## src/design/bcdtc_pkg.sv

```systemverilog
// shared constants, field layouts and carrier types of the bcd time and calendar counters
package bcdtc_pkg;

    // register addresses of the counter chain
    localparam logic [7:0] BCDTC_ADDR_SEC   = 8'h03;
    localparam logic [7:0] BCDTC_ADDR_MIN   = 8'h04;
    localparam logic [7:0] BCDTC_ADDR_HOUR  = 8'h05;
    localparam logic [7:0] BCDTC_ADDR_DAY   = 8'h06;
    localparam logic [7:0] BCDTC_ADDR_WDAY  = 8'h07;
    localparam logic [7:0] BCDTC_ADDR_MON   = 8'h08;
    localparam logic [7:0] BCDTC_ADDR_YEAR  = 8'h09;

    // reset values
    localparam logic [7:0] BCDTC_RST_SEC    = 8'h80;
    localparam logic [7:0] BCDTC_RST_MIN    = 8'h00;
    localparam logic [7:0] BCDTC_RST_HOUR   = 8'h00;
    localparam logic [7:0] BCDTC_RST_DAY    = 8'h01;
    localparam logic [7:0] BCDTC_RST_WDAY   = 8'h00;
    localparam logic [7:0] BCDTC_RST_MON    = 8'h01;
    localparam logic [7:0] BCDTC_RST_YEAR   = 8'h00;

    // implemented bits of each register, the rest read as zero except seconds bit 7, which reads back as osc_stop_flag
    localparam logic [7:0] BCDTC_MASK_SEC   = 8'h7F;
    localparam logic [7:0] BCDTC_MASK_MIN   = 8'h7F;
    localparam logic [7:0] BCDTC_MASK_HOUR  = 8'h3F;
    localparam logic [7:0] BCDTC_MASK_DAY   = 8'h3F;
    localparam logic [7:0] BCDTC_MASK_WDAY  = 8'h07;
    localparam logic [7:0] BCDTC_MASK_MON   = 8'h1F;
    localparam logic [7:0] BCDTC_MASK_YEAR  = 8'hFF;

    // field positions
    localparam int         BCDTC_OSC_STOP_BIT = 7;
    localparam int         BCDTC_MERIDIEM_BIT = 5;
    localparam int         BCDTC_DISABLE_BIT  = 7;

    // counting limits, bcd coded
    localparam logic [7:0] BCDTC_ZERO       = 8'h00;
    localparam logic [7:0] BCDTC_ONE        = 8'h01;
    localparam logic [7:0] BCDTC_SEC_MAX    = 8'h59;
    localparam logic [7:0] BCDTC_HOUR24_MAX = 8'h23;
    localparam logic [7:0] BCDTC_HOUR12_MAX = 8'h12;
    localparam logic [7:0] BCDTC_HOUR12_PRE = 8'h11;
    localparam logic [7:0] BCDTC_MON_MAX    = 8'h12;
    localparam logic [7:0] BCDTC_YEAR_MAX   = 8'h99;
    localparam logic [2:0] BCDTC_WDAY_MAX   = 3'h6;

    // month codes and month lengths
    localparam logic [7:0] BCDTC_MON_FEB    = 8'h02;
    localparam logic [7:0] BCDTC_MON_APR    = 8'h04;
    localparam logic [7:0] BCDTC_MON_JUN    = 8'h06;
    localparam logic [7:0] BCDTC_MON_SEP    = 8'h09;
    localparam logic [7:0] BCDTC_MON_NOV    = 8'h11;
    localparam logic [7:0] BCDTC_DAYS_28    = 8'h28;
    localparam logic [7:0] BCDTC_DAYS_29    = 8'h29;
    localparam logic [7:0] BCDTC_DAYS_30    = 8'h30;
    localparam logic [7:0] BCDTC_DAYS_31    = 8'h31;

    // host access request, from the serial interface logic on clk_sys
    typedef struct packed {
        logic       access_active;  // access in progress
        logic       wr;             // write strobe, one cycle
        logic [7:0] addr;           // register address
        logic [7:0] wdata;          // write data
    } bcdtc_req_type;

    // alarm fields, bit 7 of each is alarm_compare_disable
    typedef struct packed {
        logic [7:0] second;
        logic [7:0] minute;
        logic [7:0] hour;
        logic [7:0] day;
        logic [7:0] weekday;
    } bcdtc_alarm_type;

    // whole state of the counter block
    typedef struct packed {
        logic [7:0] sec;       // bit 7 is osc_stop_flag
        logic [7:0] min;
        logic [7:0] hour;
        logic [7:0] day;
        logic [7:0] wday;
        logic [7:0] mon;
        logic [7:0] year;
        logic       pending;   // one deferred tick
        logic       alarm_match_flag; // sticky alarm flag
        logic       match_q;   // match seen last cycle
        logic [7:0] rdata;     // read data register
    } bcdtc_state_type;

endpackage

```

## src/design/bcdtc_bcd_step.sv

```systemverilog
// one bcd two-digit counter stage with wrap from hi back to lo
`timescale 1ns/1ps
module bcdtc_bcd_step
(
    input  wire logic [7:0] value,
    input  wire logic [7:0] lo,
    input  wire logic [7:0] hi,
    output logic      [7:0] result,
    output logic            wrap
);
    // bcd order matches binary order, so a plain compare finds the top
    always_comb
    begin
        wrap   = (value >= hi);
        result = value;
        if (wrap)
        begin
            // out-of-range values written by software also land on lo
            result = lo;
        end
        else if (value[3:0] >= 4'h9)
        begin
            result = {4'(value[7:4] + 4'h1), 4'h0};
        end
        else
        begin
            result = {value[7:4], 4'(value[3:0] + 4'h1)};
        end
    end
endmodule

```

## src/design/bcdtc_counters.sv

```systemverilog
// bcd time and calendar counter chain with access freeze, deferred tick and alarm compare
`timescale 1ns/1ps
module bcdtc_counters
(
    input  wire logic                     clk_sys,
    input  wire logic                     rst_b,
    input  wire logic                     tick_1hz,
    input  wire logic                     fmt_12h,
    input  wire logic                     osc_stopped,
    input  wire logic                     alarm_flag_clear,
    input  wire bcdtc_pkg::bcdtc_req_type   req,
    input  wire bcdtc_pkg::bcdtc_alarm_type alarm,
    output logic                     [7:0] reg_rdata,
    output logic                          alarm_match_flag,
    output logic                          osc_stop_flag
);
    import bcdtc_pkg::*;

    bcdtc_state_type s;          // registered state
    bcdtc_state_type next_s;     // next state

    logic       do_inc;          // chain advances this cycle
    logic       c_min;           // carry into minutes
    logic       c_hour;          // carry into hours
    logic       c_day;           // carry into day and weekday
    logic       c_mon;           // carry into month
    logic       c_year;          // carry into year
    logic       hour_wrap;       // hours roll into the next day
    logic       at_eleven;       // 12h count sits at 11
    logic       wr_en;           // write accepted
    logic       match;           // all enabled alarm fields agree
    logic       any_enabled;     // at least one alarm field enabled
    logic [7:0] day_max;         // last day of current month

    logic [7:0] sec_nx, min_nx, h12_nx, h24_nx, day_nx, mon_nx, year_nx;
    logic       sec_w, min_w, h12_w, h24_w, day_w, mon_w, year_w;

    // leap test on a bcd year: even tens need units 0,4,8, odd tens 2,6
    function automatic logic is_leap(input logic [7:0] y);
        logic u;
        u = 1'b0;
        if (y[4] == 1'b0)
        begin
            u = (y[3:0] == 4'h0) || (y[3:0] == 4'h4) || (y[3:0] == 4'h8);
        end
        else
        begin
            u = (y[3:0] == 4'h2) || (y[3:0] == 4'h6);
        end
        return u;
    endfunction

    // month length, bcd coded
    function automatic logic [7:0] month_days(input logic [7:0] m, input logic [7:0] y);
        logic [7:0] d;
        d = BCDTC_DAYS_31;
        if (m == BCDTC_MON_FEB)
        begin
            d = is_leap(y) ? BCDTC_DAYS_29 : BCDTC_DAYS_28;
        end
        else if ((m == BCDTC_MON_APR) || (m == BCDTC_MON_JUN) ||
                 (m == BCDTC_MON_SEP) || (m == BCDTC_MON_NOV))
        begin
            d = BCDTC_DAYS_30;
        end
        return d;
    endfunction

    // one alarm field: disabled fields agree by default
    function automatic logic field_hit(input logic [7:0] a, input logic [7:0] live, input logic [7:0] mask);
        return a[BCDTC_DISABLE_BIT] || ((a & mask) == (live & mask));
    endfunction

    assign day_max = month_days(s.mon, s.year);

    // chain stages, each a bcd wrap counter
    bcdtc_bcd_step u_sec
    (
        .value  ({1'b0, s.sec[6:0]}),
        .lo     (BCDTC_ZERO),
        .hi     (BCDTC_SEC_MAX),
        .result (sec_nx),
        .wrap   (sec_w)
    );
    bcdtc_bcd_step u_min
    (
        .value  (s.min),
        .lo     (BCDTC_ZERO),
        .hi     (BCDTC_SEC_MAX),
        .result (min_nx),
        .wrap   (min_w)
    );
    bcdtc_bcd_step u_h12
    (
        .value  ({3'b000, s.hour[4:0]}),
        .lo     (BCDTC_ONE),
        .hi     (BCDTC_HOUR12_MAX),
        .result (h12_nx),
        .wrap   (h12_w)
    );
    bcdtc_bcd_step u_h24
    (
        .value  ({2'b00, s.hour[5:0]}),
        .lo     (BCDTC_ZERO),
        .hi     (BCDTC_HOUR24_MAX),
        .result (h24_nx),
        .wrap   (h24_w)
    );
    bcdtc_bcd_step u_day
    (
        .value  (s.day),
        .lo     (BCDTC_ONE),
        .hi     (day_max),
        .result (day_nx),
        .wrap   (day_w)
    );
    bcdtc_bcd_step u_mon
    (
        .value  (s.mon),
        .lo     (BCDTC_ONE),
        .hi     (BCDTC_MON_MAX),
        .result (mon_nx),
        .wrap   (mon_w)
    );
    bcdtc_bcd_step u_year
    (
        .value  (s.year),
        .lo     (BCDTC_ZERO),
        .hi     (BCDTC_YEAR_MAX),
        .result (year_nx),
        .wrap   (year_w)
    );

    // next state: tick deferral, chain advance, host writes, reads, alarm
    always_comb
    begin
        next_s      = s;
        wr_en       = req.access_active && req.wr;
        // frozen while the host is in, a held tick fires right after
        do_inc      = !req.access_active && (tick_1hz || s.pending);
        next_s.pending = req.access_active ? (s.pending || tick_1hz) : 1'b0;
        at_eleven   = (s.hour[4:0] == BCDTC_HOUR12_PRE[4:0]);
        // 12h rolls to the next day at 11 pm going to 12 am
        hour_wrap   = fmt_12h ? (at_eleven && s.hour[BCDTC_MERIDIEM_BIT]) : h24_w;
        c_min       = do_inc && sec_w;
        c_hour      = c_min && min_w;
        c_day       = c_hour && hour_wrap;
        c_mon       = c_day && day_w;
        c_year      = c_mon && mon_w;

        if (do_inc)
        begin
            next_s.sec = {s.sec[BCDTC_OSC_STOP_BIT], sec_nx[6:0]};
        end
        if (c_min)
        begin
            next_s.min = min_nx & BCDTC_MASK_MIN;
        end
        if (c_hour)
        begin
            if (fmt_12h)
            begin
                // meridiem flips on the 11 to 12 step
                next_s.hour = {2'b00, s.hour[BCDTC_MERIDIEM_BIT] ^ at_eleven, h12_nx[4:0]};
            end
            else
            begin
                next_s.hour = h24_nx & BCDTC_MASK_HOUR;
            end
        end
        if (c_day)
        begin
            next_s.day  = day_nx & BCDTC_MASK_DAY;
            // saturday 110 wraps to sunday 000
            next_s.wday = (s.wday[2:0] >= BCDTC_WDAY_MAX) ? 8'h00 : {5'b00000, 3'(s.wday[2:0] + 3'h1)};
        end
        if (c_mon)
        begin
            next_s.mon = mon_nx & BCDTC_MASK_MON;
        end
        if (c_year)
        begin
            next_s.year = year_nx;
        end

        // host writes; unused bit positions are dropped
        if (wr_en)
        begin
            unique case (req.addr)
                BCDTC_ADDR_SEC:  next_s.sec  = req.wdata;
                BCDTC_ADDR_MIN:  next_s.min  = req.wdata & BCDTC_MASK_MIN;
                BCDTC_ADDR_HOUR: next_s.hour = req.wdata & BCDTC_MASK_HOUR;
                BCDTC_ADDR_DAY:  next_s.day  = req.wdata & BCDTC_MASK_DAY;
                BCDTC_ADDR_WDAY: next_s.wday = req.wdata & BCDTC_MASK_WDAY;
                BCDTC_ADDR_MON:  next_s.mon  = req.wdata & BCDTC_MASK_MON;
                BCDTC_ADDR_YEAR: next_s.year = req.wdata;
                default:         next_s.sec  = next_s.sec; // outside the chain
            endcase
        end
        // oscillator stop beats a software clear of the flag
        if (osc_stopped)
        begin
            next_s.sec[BCDTC_OSC_STOP_BIT] = 1'b1;
        end

        // read data registered, unmapped addresses read zero
        unique case (req.addr)
            BCDTC_ADDR_SEC:  next_s.rdata = s.sec;
            BCDTC_ADDR_MIN:  next_s.rdata = s.min & BCDTC_MASK_MIN;
            BCDTC_ADDR_HOUR: next_s.rdata = s.hour & BCDTC_MASK_HOUR;
            BCDTC_ADDR_DAY:  next_s.rdata = s.day & BCDTC_MASK_DAY;
            BCDTC_ADDR_WDAY: next_s.rdata = s.wday & BCDTC_MASK_WDAY;
            BCDTC_ADDR_MON:  next_s.rdata = s.mon & BCDTC_MASK_MON;
            BCDTC_ADDR_YEAR: next_s.rdata = s.year;
            default:         next_s.rdata = 8'h00;
        endcase

        // alarm: every enabled field must agree with the live count
        any_enabled = !(alarm.second[BCDTC_DISABLE_BIT] && alarm.minute[BCDTC_DISABLE_BIT] &&
                        alarm.hour[BCDTC_DISABLE_BIT] && alarm.day[BCDTC_DISABLE_BIT] &&
                        alarm.weekday[BCDTC_DISABLE_BIT]);
        match = any_enabled &&
                field_hit(alarm.second,  s.sec,  BCDTC_MASK_SEC) &&
                field_hit(alarm.minute,  s.min,  BCDTC_MASK_MIN) &&
                field_hit(alarm.hour,    s.hour, BCDTC_MASK_HOUR) &&
                field_hit(alarm.day,     s.day,  BCDTC_MASK_DAY) &&
                field_hit(alarm.weekday, s.wday, BCDTC_MASK_WDAY);
        next_s.match_q = match;
        // a new match wins over a clear in the same cycle
        if (match && !s.match_q)
        begin
            next_s.alarm_match_flag = 1'b1;
        end
        else if (alarm_flag_clear)
        begin
            next_s.alarm_match_flag = 1'b0;
        end
    end

    // state register
    always_ff @(posedge clk_sys or negedge rst_b)
    begin
        if (!rst_b)
        begin
            s <= '{sec: BCDTC_RST_SEC, min: BCDTC_RST_MIN, hour: BCDTC_RST_HOUR, day: BCDTC_RST_DAY,
                   wday: BCDTC_RST_WDAY, mon: BCDTC_RST_MON, year: BCDTC_RST_YEAR,
                   pending: 1'b0, alarm_match_flag: 1'b0, match_q: 1'b0, rdata: 8'h00};
        end
        else
        begin
            s <= next_s;
        end
    end

    // outputs straight from the state register
    assign reg_rdata        = s.rdata;
    assign alarm_match_flag = s.alarm_match_flag;
    assign osc_stop_flag    = s.sec[BCDTC_OSC_STOP_BIT];
endmodule

```

## config.mk

```make
export PLATFORM = sky130hd
export DESIGN_NAME = bcdtc_counters
export DESIGN_NICKNAME = d
export VERILOG_FILES = /design/src/design/bcdtc_pkg.sv /design/src/design/bcdtc_bcd_step.sv /design/src/design/bcdtc_counters.sv
export SDC_FILE = /design/constraint.sdc
export NUM_CORES = 1
export LEC_CHECK = 0
export ABC_AREA = 1
export BUFFER_PORTS_ARGS = -buffer_cell sky130_fd_sc_hd__buf_2
export CORE_MARGIN = 3
export CORE_UTILIZATION = 32
export CTS_CLUSTER_DIAMETER = 100
export DETAILED_ROUTE_END_ITERATION = 7
export PLACE_DENSITY_LB_ADDON = 0.12
export SYNTH_ARGS = -nofsm -noshare
export SYNTH_HDL_FRONTEND = slang
export SYNTH_SLANG_ARGS = --single-unit
```

## constraint.sdc

```tcl
create_clock -name clk_sys -period 8 [get_ports clk_sys]
set_clock_uncertainty 0.2 [all_clocks]
set_input_delay 1.6 -clock clk_sys [delete_from_list [all_inputs] [get_ports clk_sys]]
set_output_delay 1.6 -clock clk_sys [all_outputs]
set_load 0.005 [all_outputs]
```

==> results of run 1 <==
placed cells by master (no fill, tap or decap), types with 3 or more instances in the layout:
cell type	netlist	layout
a21oi_1	34	34
nand3_2	7	7
ha_1	36	36
nand3_1	52	52
nor2_1	59	59
nor3_1	12	12
nor2_2	5	5
xor2_1	17	17
or2_2	6	6
o22ai_1	18	18
a31oi_1	3	3
buf_2	3	67
dfrtp_1	57	57
o21ai_0	36	36
nand3b_1	4	4
nand2_1	146	146
clkinv_2	0	5
o21ai_1	6	6
o211ai_1	4	4
clkbuf_16	0	9
xnor2_1	15	15
dfstp_2	3	3
inv_1	112	112
inv_2	8	8
nand4_1	13	13
kinds of logic after synthesis:
| kind of cell | Yosys count | share of synthesized area (%) |
|---|---|---|
| AO/OA/AOI/OAI | 111 | 12.87 |
| XOR/XNOR | 32 | 5.710 |
| flip-flops | 60 | 30.67 |
| adder cells (fa/ha/maj) | 36 | 9.177 |
| AND/OR/NAND/NOR | 317 | 30.41 |
| buffers and inverters | 133 | 11.16 |
tightest hold or removal path, delay by kind of cell, from the launching register on:
kind             cells  cell delay [ns]
and+or+nand+nor      2             0.11
DFF                  1             0.34
routing by layer:
layer	GRT usage [%]	vias to the layer above	wire length, microns
met5	0	-	0
met3	3.111	17	591
met4	6.112	0	278
met2	28.06	106	6537
met1	24.85	2128	7082
li1	-	2353	-
flip-flops by register name, indices dropped and copies added, names as in the netlist:
register	count
alarm_match_flag	1
s	50
reg_rdata	8
osc_stop_flag	1
area by class of cell:
| class | count | area [sq um] |
|---|---|---|
| Clock inverter | 6 | 55.05 |
| Clock buffer | 10 | 229.0 |
| Sequential cell | 60 | 1505 |
| Fill cell | 1580 | 9086 |
| Timing Repair Buffer | 68 | 342.8 |
| Tap cell | 184 | 230.2 |
| Inverter | 120 | 450.4 |
| Multi-Input combinational cell | 496 | 2855 |
worst paths after layout:
check | from | end | slack [ns] | cells after the start
max reg2reg | s[19]$_DFF_PN1_ | s[16]$_DFF_PN0_ | 4.59 | 15
max in group asynchronous | rst_b | s[24]$_DFF_PN0_ | 5.81 | 2
max | s[19]$_DFF_PN1_ | s[16]$_DFF_PN0_ | 4.59 | 15
min reg2reg | alarm_match_flag$_DFFE_PN0P_ | alarm_match_flag$_DFFE_PN0P_ | 0.28 | 2
min | alarm_match_flag$_DFFE_PN0P_ | alarm_match_flag$_DFFE_PN0P_ | 0.28 | 2
min in group asynchronous | rst_b | s[15]$_DFF_PN0_ | 1.24 | 2
power by group through the flow:
stage,registers (mW),clock network [mW],logic [mW]
2_1_floorplan,0.478,0,0.430
3_3_place_gp,0.522,0,0.536
3_5_place_dp,0.523,0,0.543
4_1_cts,0.518,0.392,0.547
5_1_grt,0.539,0.409,0.636
6_report,0.519,0.380,0.549
==> metrics.txt, run 1 <==
status=finished, final reports clean; first-pass GRT wire length=roughly 23,000 microns; final non-filler cell area=between 0.005 and 0.006 sq mm; antenna cell count=0; die area=between 0.015 and 0.02 sq mm; sw frac=41.71%; Fin. Hold Viols=0; clock root buffer=clkbuf_16; most common cell in the netlist=nand2_1; sequential area share after synthesis=a little under a third; RSZ-0062 raised after global routing=false; cts bufs inserted=9; pin count of the biggest net entering global routing=a little over 60; top cell type's share of synthesized area=around 29%; Setup-failing EPs final=0; crit path capture type=flip-flop; Synth Instances=between 600 and 700; Leak=3.072 nW; dpl hpwl=10,960 microns; Psw=slightly above 0.6 mW; setup ws final=about 4.6 ns; Setup Total Neg Slack=0 ns; die height=between 100 and 150 microns; crit start category=flip-flop; crit path max fanout=13; CP max stage delay=between 0.5 and 0.6 ns; Slew @ Worst Pin=between 0.8 and 0.9 ns; Critical Path, Cell by Cell=inv_1 > ha_1 > o2111ai_1 > nand3_1 > a31oi_1 > ha_1 > nand2_1 > nor2_1 > nand2_1 > nand3_1 > nand4_4 > inv_1 > nand2_1 > nand3_1 > nand2_1; initial antenna violation count=0; Synth async-reset ratio=100.0%; Ys Warns=0; cell total after placement=about 930; Slew Viols, Final=0; Setup Buffers After CTS=0; clk sink count=60; Pwr Total=1.448 mW; worst-skew pair later-pin latency=0.34 ns; delay-heaviest family, CP=simple AND/OR/NAND/NOR gates; worst hold margin=between 0.2 and 0.3 ns; Final period util=between 40% and 50%; Slew HR=44.43%; I/O Buffers=67; CTS tree=built; fmax=a little under 0.3 GHz; Starting DRT DRC Count=between 200 and 250; Area growth syn-to-layout=15.47%; most used flip-flop cell after synthesis=dfrtp_1; Sequential Power Share=35.9%; clk slew on worst S/H paths=around 0.06 ns; Required @ worst endpoint=8.08 ns; vias in the first global route=4,385; Antenna Violating Nets Remaining=0; combinational fraction of design power=a little under two fifths; Post-Syn Area=0.004908 sq mm; post-route minimum period=between 3 and 4 ns; Crit Path Class=reg -> reg; H-Tree Depth=3; WL/cell=approximately 15 microns; Slowest-stage cell, CP=dfstp_2; max-cap violation count=0; leading area contributor after synthesis=dfrtp_1; syn nets=~790; initial core utilization=33.27%; post-cts sizing count=0; core area=0.01475 sq mm; Finished Core Util=38.42%; PD cells=between 200 and 300 mW/mm^2; post-placement worst setup slack=~4.5 ns; most frequent CP cell=nand2_1; gpl congestion=around 0.86; Buffers & Inverters on Critical Path=2; DP Area=approximately 0.0054 sq mm; Vias=4,604; FP Rows=between 40 and 50; Int Pwr=0.8443 mW; part of the power in the clock network=a little over a quarter; worst ir drop on vdd=around 110 uV; Initial DRT Pass Iterations=4; Post-synth EDFFs=0; Max Buffers Root-to-Sink=2; top post-synthesis cells by area=dfrtp_1, nand2_1, ha_1, inv_1, nand3_1; post-DR vias/cell=4.877; ratio of cells with drive above 1 in the final layout=16.45%; most frequent cells after synthesis=nand2_1, inv_1, nor2_1; DR DRC count=0; Arr. time, crit path=3.49 ns; #FFs+latches synth=60; GRT overflow=0; type of the worst min-delay path=reg -> reg; Final nets=approximately 860; Die X-Extent=129.9 microns; Avg Cell Area, Syn=a little over 7 sq um; Ports=74; Detailed Route WL=~14,000 microns; total global-route track usage=between 10% and 20%; Netlist cell types=43; Post-Layout Cell Count=about 940; Post-CTS Hold Fix Bufs=0
(Power assumes the default switching activity.)
==> inputs of run 2 (changes only) <==
- clock period: 8 -> 3.27 ns (I/O delays scaled with it)
==> metrics.txt, run 2 (synthesis results as in run 1) <==
max-cap violation count=0; status=finished, final reports clean; cts bufs inserted=9; Initial DRT Pass Iterations=5; Setup Buffers After CTS=0; clk slew on worst S/H paths=0.06 ns; post-cts sizing count=0; Slew @ Worst Pin=0.5971 ns; Slew HR=60.19%; core area=~0.015 sq mm; Antenna Violating Nets Remaining=0; initial core utilization=33.27%; vias in the first global route=approximately 4,500; Critical R2R Capture=s[16]$_DFF_PN0_; type of the worst min-delay path=in -> async; Detailed Route WL=~14,000 microns; DR DRC count=0; Leak=between 3 and 4 nW; Crit Path Class=reg -> reg; largest register by flop count=s; antenna cell count=0; Worst Setup SP=s[26]$_DFF_PN0_; Slew Viols, Final=0; GRT overflow=0; Die X-Extent=approximately 130 microns; Arr. time, crit path=between 2 and 3 ns; most common cell after layout, fill and taps aside=nand2_1; FP Rows=between 40 and 50; die height=between 100 and 150 microns; RSZ-0062 raised after global routing=false; H-Tree Depth=3; I/O Buffers=between 60 and 70; first-pass GRT wire length=between 20,000 and 25,000 microns; max reg flops=50; Layout fillers=1,565; Post-Layout Cell Count=946; multi-input logic area=~0.0029 sq mm; FF-to-FF setup slack=0.41 ns; Vias=between 4,000 and 5,000; crit start category=flip-flop; Required @ worst endpoint=roughly 3.3 ns; fmax=roughly 0.35 GHz; PD cells=613.6 mW/mm^2; Area growth syn-to-layout=15.63%; die area=between 0.015 and 0.02 sq mm; commonest non-fill, non-tap cells in the layout=nand2_1, inv_1, buf_2, nor2_1, dfrtp_1; crit path max fanout=9; post-DR vias/cell=4.901; R2R Path Start=s[26]$_DFF_PN0_; Post-CTS Hold Fix Bufs=0; crit path capture type=flip-flop; CTS tree=built; total global-route track usage=~18%; ratio of cells with drive above 1 in the final layout=16.54%; WL/cell=around 15 microns; Starting DRT DRC Count=276; Max Buffers Root-to-Sink=2; worst ir drop on vdd=approximately 280 uV; Setup-failing EPs final=0; gpl congestion=just over 0.9; clock root buffer=clkbuf_16; dpl hpwl=around 11,000 microns; Setup Total Neg Slack=0 ns; Ports=between 70 and 80; crit path to=s[16]$_DFF_PN0_; pin count of the biggest net entering global routing=38; post-route minimum period=2.860 ns; register area=0.001505 sq mm; clk sink count=60; Final period util=between 80% and 90%; Fin. Hold Viols=0; Final nets=858; worst-skew pair later-pin latency=about 0.35 ns; cell total after placement=about 930; initial antenna violation count=0; worst reg2reg path depth=18
-- run 2: where the power goes --
| part | switching, mW | internal [mW] | leakage (nW) |
|---|---|---|---|
| Sequential | 0.318 | 0.943 | 0.754 |
| Combinational | 0.821 | 0.555 | 2.19 |
| Clock | 0.341 | 0.504 | 0.126 |
-- run 2: per-layer routing --
| layer | part of all wire [%] | global-route usage (%) | wire length, microns |
|---|---|---|---|
| met3 | 5.1 | 3.357 | 733 |
| met2 | 45 | 29.27 | 6483 |
| met1 | 47 | 24.76 | 6833 |
| met4 | 2.5 | 6.968 | 367 |
| met5 | 0 | 0 | 0 |
-- run 2: worst min-delay path by stage --
stage / endpoint / slack, ns / cells after the start
after global routing: reg_rdata[6]$_DFF_PN0_ / 0.15 / 1
after CTS: s[10]$_DFF_PN0_ / 0.12 / 1
after detailed placement: alarm_match_flag$_DFFE_PN0P_ / 0.27 / 2
final: s[64]$_DFF_PN0_ / 0.11 / 1
after global placement: alarm_match_flag$_DFFE_PN0P_ / 0.26 / 2
after floorplan: alarm_match_flag$_DFFE_PN0P_ / 0.16 / 0
-- run 2: cell type report --
cell class / instances / area share [%]
clock buffer: 12 / 4.167
tap: 184 / 4.056
clock inverter: 3 / 0.2646
timing repair buffer: 71 / 6.658
multi-input combinational: 496 / 50.40
inverter: 120 / 7.937
sequential: 60 / 26.52
-- run 2: worst max-delay path, stage by stage, from the launching register on --
cell	delay [ns]
dfrtp_1	0.38
nor2_1	0.10
inv_1	0.04
nor2_1	0.19
inv_1	0.06
nor2_1	0.17
nand3_1	0.14
inv_1	0.10
a31oi_1	0.08
ha_1	0.27
nand2_1	0.05
nor2_1	0.11
nand2_1	0.07
nand3_2	0.21
nand4_4	0.21
inv_1	0.16
nand2_1	0.06
nand3_1	0.08
nand2_1	0.05
-- run 2: stage by stage --
stage                     power, mW  utilization [%]  hold WS (ns)  setup WS (ns)  cell area, sq um
after global routing          3.823            38.47        0.1475        0.07185              5675
after global placement        2.612            36.73        0.2602         0.2767              5419
after floorplan               2.220                -        0.1584         0.6526              4908
final                         3.482            38.47        0.1110         0.4100              5675
after CTS                     3.509            38.43        0.1208         0.2368              5670
after detailed placement      2.638            36.73        0.2683         0.2580              5419
